[src/core/bad_defs.vh]
// Constants for the bridge address decode and remap block.
// Assumes inclusion by bare name from core files only.
`ifndef BAD_DEFS_VH
`define BAD_DEFS_VH

// ***************************************************************
// Legacy display windows
// ***************************************************************
`define BAD_DISP_MEM_LO     64'h0000_0000_000a_0000
`define BAD_DISP_MEM_HI     64'h0000_0000_000b_ffff
`define BAD_DISP_IO_A_LO    10'h3b0
`define BAD_DISP_IO_A_HI    10'h3bb
`define BAD_DISP_IO_B_LO    10'h3c0
`define BAD_DISP_IO_B_HI    10'h3df

// ***************************************************************
// Expansion-bus alias filter and window granularity
// ***************************************************************
`define BAD_ISA_OFS_MSB     9
`define BAD_ISA_OFS_LSB     8
`define BAD_IO_GRAN_LSB     12
`define BAD_MEM_GRAN_LSB    20
`define BAD_UPPER_ZERO_HI   16

// ***************************************************************
// Upstream translation window register offsets
// ***************************************************************
`define BAD_UPW_OFS_FIRST   8'h68
`define BAD_UPW_OFS_LAST    8'h7c

// ***************************************************************
// Reset values
// ***************************************************************
`define BAD_ADDR_RST        64'h0000_0000_0000_0000

`endif

[src/core/bad_decode_remap.v]
// Address decode and remap for a link-to-parallel-bus bridge.
// Assumes requests are single-cycle strobes with address and type stable;
// configuration registers arrive as plain ports, one clock, sync reset.
//
// Contract
// RL1 - Display enable claims down, blocks up display
// RL2 - Frame buffer window is 0xA0000 to 0xBFFFF
// RL3 - Ten-bit decode matches display I/O aliases
// RL4 - Full decode needs bits 15:0 exactly
// RL5 - Full-decode bit selects mode, needs display enable
// RL6 - Palette snoop bit reads zero always
// RL7 - Filter blocks downstream upper-768 I/O aliases
// RL8 - Filter clear forwards whole I/O window
// RL9 - Filter set forwards upstream upper-768 aliases
// RL10 - Filter affects only I/O decode
// RL11 - Claim on primary windows, shift address
// RL12 - Non-prefetchable address minus base offset
// RL13 - Prefetchable address minus base offset
// RL14 - Secondary shifted windows not claimed upstream
// RL15 - Upstream window address plus window offset
// RL16 - Upstream primary limit is limit plus offset
// RL17 - Outside upstream window, address unchanged
// RL18 - Software keeps upstream window clear of others
// RL19 - Software programs remap bases before enable
// RL20 - Nonzero I/O remap count activates remap
// RL21 - Opaque range never claimed either side
// RL22 - I/O window 4-KB granules, base not above limit
// RL23 - Memory windows 1-MB granules, disable if inverted
// RL24 - Remap arithmetic full 64 bits, wraps
// RL25 - I/O remap zeroes the top count bits
`timescale 1ns/1ps
`default_nettype none
`include "bad_defs.vh"

module bad_decode_remap
#(
   parameter IO_AW  = 32,
   parameter RMW    = 5
)
(
   input  wire              clk_i,
   input  wire              srst_i,
   // Request
   input  wire              req_valid_i,
   input  wire              req_upstream_i,
   input  wire              req_is_io_i,
   input  wire [63:0]       req_addr_i,
   // Configuration
   input  wire              mem_space_en_i,
   input  wire              bus_master_en_i,
   input  wire              io_space_en_i,
   input  wire              display_enable_i,
   input  wire              display_full_io_decode_i,
   input  wire              palette_snoop_wr_i,
   input  wire              isa_filter_i,
   input  wire              remap_enable_i,
   input  wire              opaque_memory_enable_i,
   input  wire [63:0]       opaque_base_i,
   input  wire [63:0]       opaque_limit_i,
   input  wire [31:0]       io_base_i,
   input  wire [31:0]       io_limit_i,
   input  wire [RMW-1:0]    io_remap_count_i,
   input  wire [63:0]       primary_np_base_i,
   input  wire [63:0]       primary_np_limit_i,
   input  wire [63:0]       secondary_np_remap_base_i,
   input  wire [63:0]       primary_pf_base_i,
   input  wire [63:0]       primary_pf_limit_i,
   input  wire [63:0]       secondary_pf_remap_base_i,
   input  wire [63:0]       upstream_primary_base_i,
   input  wire [63:0]       upstream_secondary_base_i,
   input  wire [63:0]       upstream_secondary_limit_i,
   // Answer
   output reg               resp_valid_o,
   output reg               claim_o,
   output reg               fwd_down_o,
   output reg               fwd_up_o,
   output reg  [63:0]       out_addr_o,
   output reg               palette_snoop_o,
   output reg  [63:0]       upstream_primary_limit_o
);

   // ************************************************************
   // Base offsets, modulo 2^64
   // ************************************************************
   wire [63:0] np_base_offset;
   wire [63:0] pf_base_offset;
   wire [63:0] upstream_window_offset;
   wire [63:0] secondary_np_limit;
   wire [63:0] secondary_pf_limit;
   wire [63:0] nxt_upstream_primary_limit;

   assign np_base_offset         = primary_np_base_i - secondary_np_remap_base_i; // see RL12 RL24
   assign pf_base_offset         = primary_pf_base_i - secondary_pf_remap_base_i; // see RL13 RL24
   assign upstream_window_offset = upstream_primary_base_i - upstream_secondary_base_i; // see RL15
   assign secondary_np_limit     = primary_np_limit_i - np_base_offset; // see RL14
   assign secondary_pf_limit     = primary_pf_limit_i - pf_base_offset; // see RL14
   assign nxt_upstream_primary_limit = upstream_secondary_limit_i + upstream_window_offset; // see RL16

   // ************************************************************
   // Secondary image of a window, the primary one when not remapping
   // ************************************************************
   function [63:0] sec_image;
      input        remap;
      input [63:0] remapped;
      input [63:0] plain;
      begin
         sec_image = remap ? remapped : plain;
      end
   endfunction

   // ************************************************************
   // Window hits
   // ************************************************************
   wire np_pri_hit;
   wire pf_pri_hit;
   wire np_sec_hit;
   wire pf_sec_hit;
   wire upw_hit;
   wire disp_io_hit;
   wire io_win_hit;
   wire isa_alias;
   wire disp_mem_hit;
   wire opaque_hit;

   bad_mem_window #(.GRAN_LSB(`BAD_MEM_GRAN_LSB)) u_np_pri
   (
      .addr_i  (req_addr_i),
      .base_i  (primary_np_base_i),
      .limit_i (primary_np_limit_i),
      .hit_o   (np_pri_hit)
   );

   bad_mem_window #(.GRAN_LSB(`BAD_MEM_GRAN_LSB)) u_pf_pri
   (
      .addr_i  (req_addr_i),
      .base_i  (primary_pf_base_i),
      .limit_i (primary_pf_limit_i),
      .hit_o   (pf_pri_hit)
   );

   // Secondary images of the windows, shifted when remapping
   bad_mem_window #(.GRAN_LSB(`BAD_MEM_GRAN_LSB)) u_np_sec
   (
      .addr_i  (req_addr_i),
      .base_i  (sec_image(remap_enable_i, secondary_np_remap_base_i, primary_np_base_i)),
      .limit_i (sec_image(remap_enable_i, secondary_np_limit, primary_np_limit_i)),
      .hit_o   (np_sec_hit)
   );

   bad_mem_window #(.GRAN_LSB(`BAD_MEM_GRAN_LSB)) u_pf_sec
   (
      .addr_i  (req_addr_i),
      .base_i  (sec_image(remap_enable_i, secondary_pf_remap_base_i, primary_pf_base_i)),
      .limit_i (sec_image(remap_enable_i, secondary_pf_limit, primary_pf_limit_i)),
      .hit_o   (pf_sec_hit)
   );

   // Translation window is byte-exact
   bad_mem_window #(.GRAN_LSB(0)) u_upw
   (
      .addr_i  (req_addr_i),
      .base_i  (upstream_secondary_base_i),
      .limit_i (upstream_secondary_limit_i),
      .hit_o   (upw_hit)
   );

   bad_mem_window #(.GRAN_LSB(0)) u_opq
   (
      .addr_i  (req_addr_i),
      .base_i  (opaque_base_i),
      .limit_i (opaque_limit_i),
      .hit_o   (opaque_hit)
   );

   bad_io_decode u_io
   (
      .io_addr_i                (req_addr_i[31:0]),
      .io_base_i                (io_base_i),
      .io_limit_i               (io_limit_i),
      .isa_filter_i             (isa_filter_i),
      .display_full_io_decode_i (display_full_io_decode_i),
      .disp_hit_o               (disp_io_hit),
      .win_hit_o                (io_win_hit),
      .isa_alias_o              (isa_alias)
   );

   assign disp_mem_hit = (req_addr_i >= `BAD_DISP_MEM_LO) &&
                         (req_addr_i <= `BAD_DISP_MEM_HI); // see RL2

   // ************************************************************
   // Forwarding decision
   // ************************************************************
   wire        io_up_addr;
   wire        disp_any;
   wire        opq_block;
   reg         nxt_fwd_down;
   reg         nxt_fwd_up;
   reg  [63:0] nxt_out_addr;
   wire [IO_AW-1:0] io_mask;
   genvar      g;

   assign io_up_addr = req_is_io_i && req_addr_i[63:IO_AW] != {(64-IO_AW){1'b0}};
   assign disp_any   = display_enable_i &&
                       (req_is_io_i ? disp_io_hit : disp_mem_hit); // see RL1 RL5
   assign opq_block  = opaque_memory_enable_i && !req_is_io_i && opaque_hit; // see RL21

   // ************************************************************
   // I/O upper-bit remap mask
   // ************************************************************
   generate
      for (g = 0; g < IO_AW; g = g + 1)
      begin : g_io_mask
         // Drop the top count bits of the I/O address
         assign io_mask[g] = (g < IO_AW - io_remap_count_i); // see RL20 RL25
      end
   endgenerate

   always @*
   begin
      nxt_fwd_down = 1'b0;
      nxt_fwd_up   = 1'b0;
      nxt_out_addr = req_addr_i;
      if (opq_block)
      begin
         nxt_fwd_down = 1'b0; // see RL21
         nxt_fwd_up   = 1'b0;
      end
      else if (!req_upstream_i)
      begin
         if (req_is_io_i)
         begin
            // Filter touches only the I/O decodes, here and upstream
            nxt_fwd_down = io_space_en_i && !io_up_addr &&
                           (disp_any || (io_win_hit && !isa_alias)); // see RL7 RL8 RL10
            nxt_out_addr = {{(64-IO_AW){1'b0}}, req_addr_i[IO_AW-1:0] & io_mask};
         end
         else
         begin
            nxt_fwd_down = mem_space_en_i && (disp_any || np_pri_hit || pf_pri_hit); // see RL1 RL11
            if (remap_enable_i && np_pri_hit)
            begin
               nxt_out_addr = req_addr_i - np_base_offset; // see RL11 RL12
            end
            else if (remap_enable_i && pf_pri_hit)
            begin
               nxt_out_addr = req_addr_i - pf_base_offset; // see RL13
            end
         end
      end
      else
      begin
         if (req_is_io_i)
         begin
            nxt_fwd_up = bus_master_en_i && !disp_any &&
                         (!io_win_hit || isa_alias || !io_space_en_i); // see RL9
         end
         else
         begin
            nxt_fwd_up = bus_master_en_i && !disp_any &&
                         (!(np_sec_hit || pf_sec_hit) || !mem_space_en_i); // see RL1 RL14
            if (upw_hit)
            begin
               nxt_out_addr = req_addr_i + upstream_window_offset; // see RL15 RL18
            end
            else
            begin
               nxt_out_addr = req_addr_i; // see RL17
            end
         end
      end
   end

   // ************************************************************
   // Registered answer, one cycle after the request
   // ************************************************************
   always @(posedge clk_i)
   begin
      if (srst_i)
      begin
         resp_valid_o             <= 1'b0;
         claim_o                  <= 1'b0;
         fwd_down_o               <= 1'b0;
         fwd_up_o                 <= 1'b0;
         out_addr_o               <= `BAD_ADDR_RST;
         palette_snoop_o          <= 1'b0;
         upstream_primary_limit_o <= `BAD_ADDR_RST;
      end
      else
      begin
         resp_valid_o             <= req_valid_i;
         claim_o                  <= req_valid_i && (nxt_fwd_down || nxt_fwd_up);
         fwd_down_o               <= req_valid_i && nxt_fwd_down;
         fwd_up_o                 <= req_valid_i && nxt_fwd_up;
         palette_snoop_o          <= 1'b0 & palette_snoop_wr_i; // see RL6
         upstream_primary_limit_o <= nxt_upstream_primary_limit; // see RL16
         if (req_valid_i)
         begin
            out_addr_o <= nxt_out_addr;
         end
      end
   end

endmodule // bad_decode_remap
`default_nettype wire

[src/core/bad_io_decode.v]
// I/O decode: display register aliases, I/O window, expansion-bus filter.
// Assumes all inputs are stable in the cycle they are sampled.
`timescale 1ns/1ps
`default_nettype none
`include "bad_defs.vh"

module bad_io_decode
(
   input  wire [31:0] io_addr_i,
   input  wire [31:0] io_base_i,
   input  wire [31:0] io_limit_i,
   input  wire        isa_filter_i,
   input  wire        display_full_io_decode_i,
   output wire        disp_hit_o,
   output wire        win_hit_o,
   output wire        isa_alias_o
);

   wire [9:0] low10;
   wire       upper_zero;
   wire       alias10;
   wire       win_en;

   assign low10      = io_addr_i[9:0];
   assign upper_zero = (io_addr_i[31:10] == 22'h000000);
   assign alias10    = ((low10 >= `BAD_DISP_IO_A_LO) && (low10 <= `BAD_DISP_IO_A_HI)) ||
                       ((low10 >= `BAD_DISP_IO_B_LO) && (low10 <= `BAD_DISP_IO_B_HI));
   // Ten-bit mode ignores bits 31:10, full mode needs them zero
   assign disp_hit_o = alias10 && (!display_full_io_decode_i || upper_zero); // see RL3 RL4 RL5

   // Window on 4-KB granules, disabled when base above limit
   assign win_en    = (io_base_i[31:`BAD_IO_GRAN_LSB] <= io_limit_i[31:`BAD_IO_GRAN_LSB]);
   assign win_hit_o = win_en &&
                      (io_addr_i[31:`BAD_IO_GRAN_LSB] >= io_base_i[31:`BAD_IO_GRAN_LSB]) &&
                      (io_addr_i[31:`BAD_IO_GRAN_LSB] <= io_limit_i[31:`BAD_IO_GRAN_LSB]); // see RL22

   // Upper 768 bytes of each 1-KB block below 64 KB
   assign isa_alias_o = isa_filter_i &&
                        (io_addr_i[31:`BAD_UPPER_ZERO_HI] == 16'h0000) &&
                        (io_addr_i[`BAD_ISA_OFS_MSB:`BAD_ISA_OFS_LSB] != 2'b00); // see RL7 RL9

endmodule // bad_io_decode
`default_nettype wire

[src/core/bad_mem_window.v]
// One memory window: hit test on 2^GRAN_LSB-byte granules (1 MB by default) with base-above-limit disable.
// Assumes 64-bit addresses, comparison only, no state.
`timescale 1ns/1ps
`default_nettype none
`include "bad_defs.vh"

module bad_mem_window
#(
   parameter GRAN_LSB = `BAD_MEM_GRAN_LSB
)
(
   input  wire [63:0] addr_i,
   input  wire [63:0] base_i,
   input  wire [63:0] limit_i,
   output wire        hit_o
);

   wire en;

   assign en    = (base_i[63:GRAN_LSB] <= limit_i[63:GRAN_LSB]); // see RL23
   assign hit_o = en && (addr_i[63:GRAN_LSB] >= base_i[63:GRAN_LSB]) &&
                  (addr_i[63:GRAN_LSB] <= limit_i[63:GRAN_LSB]); // see RL23

endmodule // bad_mem_window
`default_nettype wire

[config.mk]
export PLATFORM = sky130hd
export DESIGN_NAME = bad_decode_remap
export DESIGN_NICKNAME = d
export VERILOG_FILES = /design/src/core/bad_decode_remap.v /design/src/core/bad_io_decode.v /design/src/core/bad_mem_window.v
export VERILOG_INCLUDE_DIRS = /design/src /design/src/core
export SDC_FILE = /design/constraint.sdc
export NUM_CORES = 2
export LEC_CHECK = 0
export BUFFER_PORTS_ARGS = -buffer_cell sky130_fd_sc_hd__buf_2
export CORE_ASPECT_RATIO = 0.75
export CORE_MARGIN = 4
export CORE_UTILIZATION = 35
export DETAILED_ROUTE_END_ITERATION = 8
export PLACE_DENSITY_LB_ADDON = 0.15
export SYNTH_ARGS = -nofsm -noshare
export SYNTH_HDL_FRONTEND = slang
export SYNTH_SLANG_ARGS = --single-unit
[constraint.sdc]
create_clock -name clk_i -period 16.87 [get_ports clk_i]
set_input_delay 0.8435 -clock clk_i [delete_from_list [all_inputs] [get_ports clk_i]]
set_output_delay 0.8435 -clock clk_i [all_outputs]
set_load 0.02 [all_outputs]
==> results.md <==
* CTS Buf Count at 17
* Ys flop type: dfxtp_1
* DRT antenna net count at 0
* Startpoint types: primary input
* First-pass GRT wire length at 416,000 µm
* Number of detailed-route iterations in the first pass at 6
* WP data arrival at 11,530 ps
* Placer Congestion at 1.03
* CTS resizes at 0
* FP Rows at 130
* Relative slew margins at 19.2%
* Max stage delay cell, worst path: a211oi_1
* Unrepaired setup endpoints after global routing: false
* Syn-to-layout area delta at 14.3%
* Die width at 484 µm
* GR Overflow Total at 0
* FFs w/ async S/R, synth at 0%
* Worst-Skew Late Latency at 500 ps
* Dpl ws at 5470 ps
* Cells after Synth at 8,096
* Overall Global Routing Usage at 31.4%
* Bufs on Longest Clock Path at 2
* Syn avg cell area at 7.34 µm²
* Vias in the first global route at 62,000
* FF+latch count, synth at 132
* Yosys cell types at 106
* Period Utilization, post-route at 65.7%
* Cell area after synthesis at 59,400 µm²
* Maximum vdd drop at 0.0882 mV
* Worst flop-to-flop path startpoint: out_addr_o[53]
* Die Y at 365 µm
* EDFF count, synth at 0
* Total core area at 168,000 µm²
* Via count at 66,100
* Post-Route WL at 293,000 µm
* CTS root buf: clkbuf_16
* Power density over cell area at 70.8 nW/µm²
* CP startpoint: primary_pf_base_i[0]
* Detail Placement HPWL at 254,000 µm
* Initial antenna violation count at 105
* H-tree levels at 4
* Clock Skew at 0 ps
* Fmax at 90.2 MHz
* CP max FO at 6
* Drt first-iter violations at 5,459
* Clock transition at the registers of the reported paths at 70 ps
* Final setup fails at 0
* Die area at 176,000 µm²
* Sequential share of the synthesized area at 4.45%
* Initial Util at 35.4%
* Yosys warns at 0
* Setup Buffers After CTS at 0
* DRC viols at 0
* Synth area leader: ha_1
* Status: finished clean
* Setup ws final at 5790 ps
* Post-CTS Hold Fix Bufs at 0
* Setup TNS at 0 ps
* Drt wl/cell at 25.9 µm
* Syn_nets at 10,500
* Slew at the pin closest to its max-slew limit at 1210 ps
* Slew Viols, Final at 0
* Largest net degree at the start of global routing at 82
* Fin. Hold Viols at 0
* Total leakage power at 36.0 nW
* Synth top area cells: ha_1 (32%), a21o_1 (7.1%), a21oi_1 (6.2%)
* I/O pin total at 984
* Worst path max stage delay at 830 ps
* Worst Path Class, Setup: primary input to register
* Post-synth top area share at 31.7%
* Drt via density at 5.83
* Clock Sinks at 132
* IO Port Bufs at 957
* Min cycle time layout at 11,080 ps
* Final #Nets at 11,400
* Maxcap violations at 0
* Hold_sp: out_addr_o[34]
* Layout cells sized above 1 at 13.2%
* CTS tree: done
* Critical Path Sink Type: register
* Worst hold path type: register to register
* Worst EP required at 17,320 ps
synth_stat cells, drive strengths merged (61+ instances only):
master and n:
ha 1507, inv 847, a21oi 739, a21o 558, nand2 517, nor2 492, o21ai 473, xnor2 308
nand4 252, nor2b 194, xor2 176, nand2b 165, clkbuf 144, dfxtp 132, nand3 127, nor3 121
a21boi 103, o21a 100, mux2i 84, a211oi 83, o21bai 75, a31oi 65, and3 61
layout make-up:
class / instances / area (µm²)
fillers: 17700 / 100000
multi-input cells: 6948 / 53000
repair buffers: 1046 / 5470
inverters: 849 / 3190
well taps: 2244 / 2810
flip-flops and latches: 132 / 2640
clock buffers: 21 / 470
diodes: 71 / 178
clock inverters: 11 / 174
critical path, delay by kind of cell:
kind	cells	cell delay, ps
xor+xnor	1	190
compound gates	26	7000
buf+inv	3	190
simple gates	7	1460
fa+ha+maj	6	1850
kinds of logic (layout without fill, tap and decap cells):
family,count (synthesis),in the layout,share of synthesized area [%]
AO/OA/AOI/OAI,2658,2658,29.3
XOR/XNOR,488,488,7.31
adder cells (fa/ha/maj),1546,1546,32.5
buffers and inverters,1016,1927,6.46
flip-flops,132,132,4.45
multiplexers,101,101,1.74
other,1,72,0.00631
AND/OR/NAND/NOR,2154,2154,18.2
cells in the final DEF, fill, tap and decap left out, types with 46 or more instances in the layout:
| cell type | count |
|---|---|
| nor2b_1 | 194 |
| o31ai_1 | 51 |
| xnor2_1 | 307 |
| buf_4 | 91 |
| o21bai_1 | 73 |
| o21a_1 | 100 |
| nor2_1 | 488 |
| a21oi_1 | 737 |
| diode_2 | 71 |
| nand2b_1 | 165 |
| nand2_1 | 517 |
| xor2_1 | 175 |
| a211oi_1 | 81 |
| and3_1 | 61 |
| nand3_1 | 126 |
| nand4_1 | 252 |
| a21o_1 | 558 |
| ha_1 | 1507 |
| a21boi_0 | 101 |
| inv_1 | 847 |
| dfxtp_1 | 132 |
| nor3_1 | 119 |
| o211ai_1 | 56 |
| o21ai_0 | 468 |
| a31oi_1 | 64 |
| mux2i_1 | 84 |
| nor4_1 | 46 |
| buf_2 | 954 |
power breakdown:
| part | leakage, nW | internal [mW] | total [mW] | switching [mW] |
|---|---|---|---|---|
| sequential | 1.10 | 0.375 | 0.395 | 0.0203 |
| combinational | 34.6 | 1.54 | 3.98 | 2.44 |
| clock | 0.306 | 0.259 | 0.424 | 0.166 |
| total | 36.0 | 2.18 | 4.80 | 2.63 |
routing by layer:
layer / vias up / global-route usage (%) / routed length (µm) / part of all wire [%]
met2: 2508 / 49.9 / 126000 / 43
met5: - / 0 / 11 / 0.0038
met1: 31500 / 44.5 / 138000 / 47
met4: 2 / 10.3 / 11100 / 3.8
li1: 31700 / - / - / -
met3: 347 / 2.86 / 18600 / 6.4
path summary, 6_finish.rpt:
path                         end  slack (ps)  cells after the start
setup / recovery         claim_o        5790                     43
hold reg to reg   out_addr_o[34]         470                      2
hold / removal    out_addr_o[34]         470                      2
setup reg to reg  out_addr_o[53]       15660                      4
sequential cells by signal, indices dropped and copies added, names as in the netlist:
register,flops
upstream_primary_limit_o,64
resp_valid_o,1
claim_o,1
fwd_up_o,1
fwd_down_o,1
out_addr_o,64
metrics by stage:
stage | power (mW) | util, % | cells | hold WS [ps] | instance area (µm²)
4_1_cts | 4.75 | 40.3 | 11300 | 466 | 67700
2_1_floorplan | 3.05 | - | 8096 | 535 | 59400
5_1_grt | 5.21 | 40.4 | 11300 | 500 | 67800
6_report | 4.80 | 40.4 | 11300 | 465 | 67900
3_3_place_gp | 4.25 | 39.9 | 11200 | 442 | 67100
3_5_place_dp | 4.30 | 39.9 | 11200 | 455 | 67100
Power figures use the tool's default switching activity.
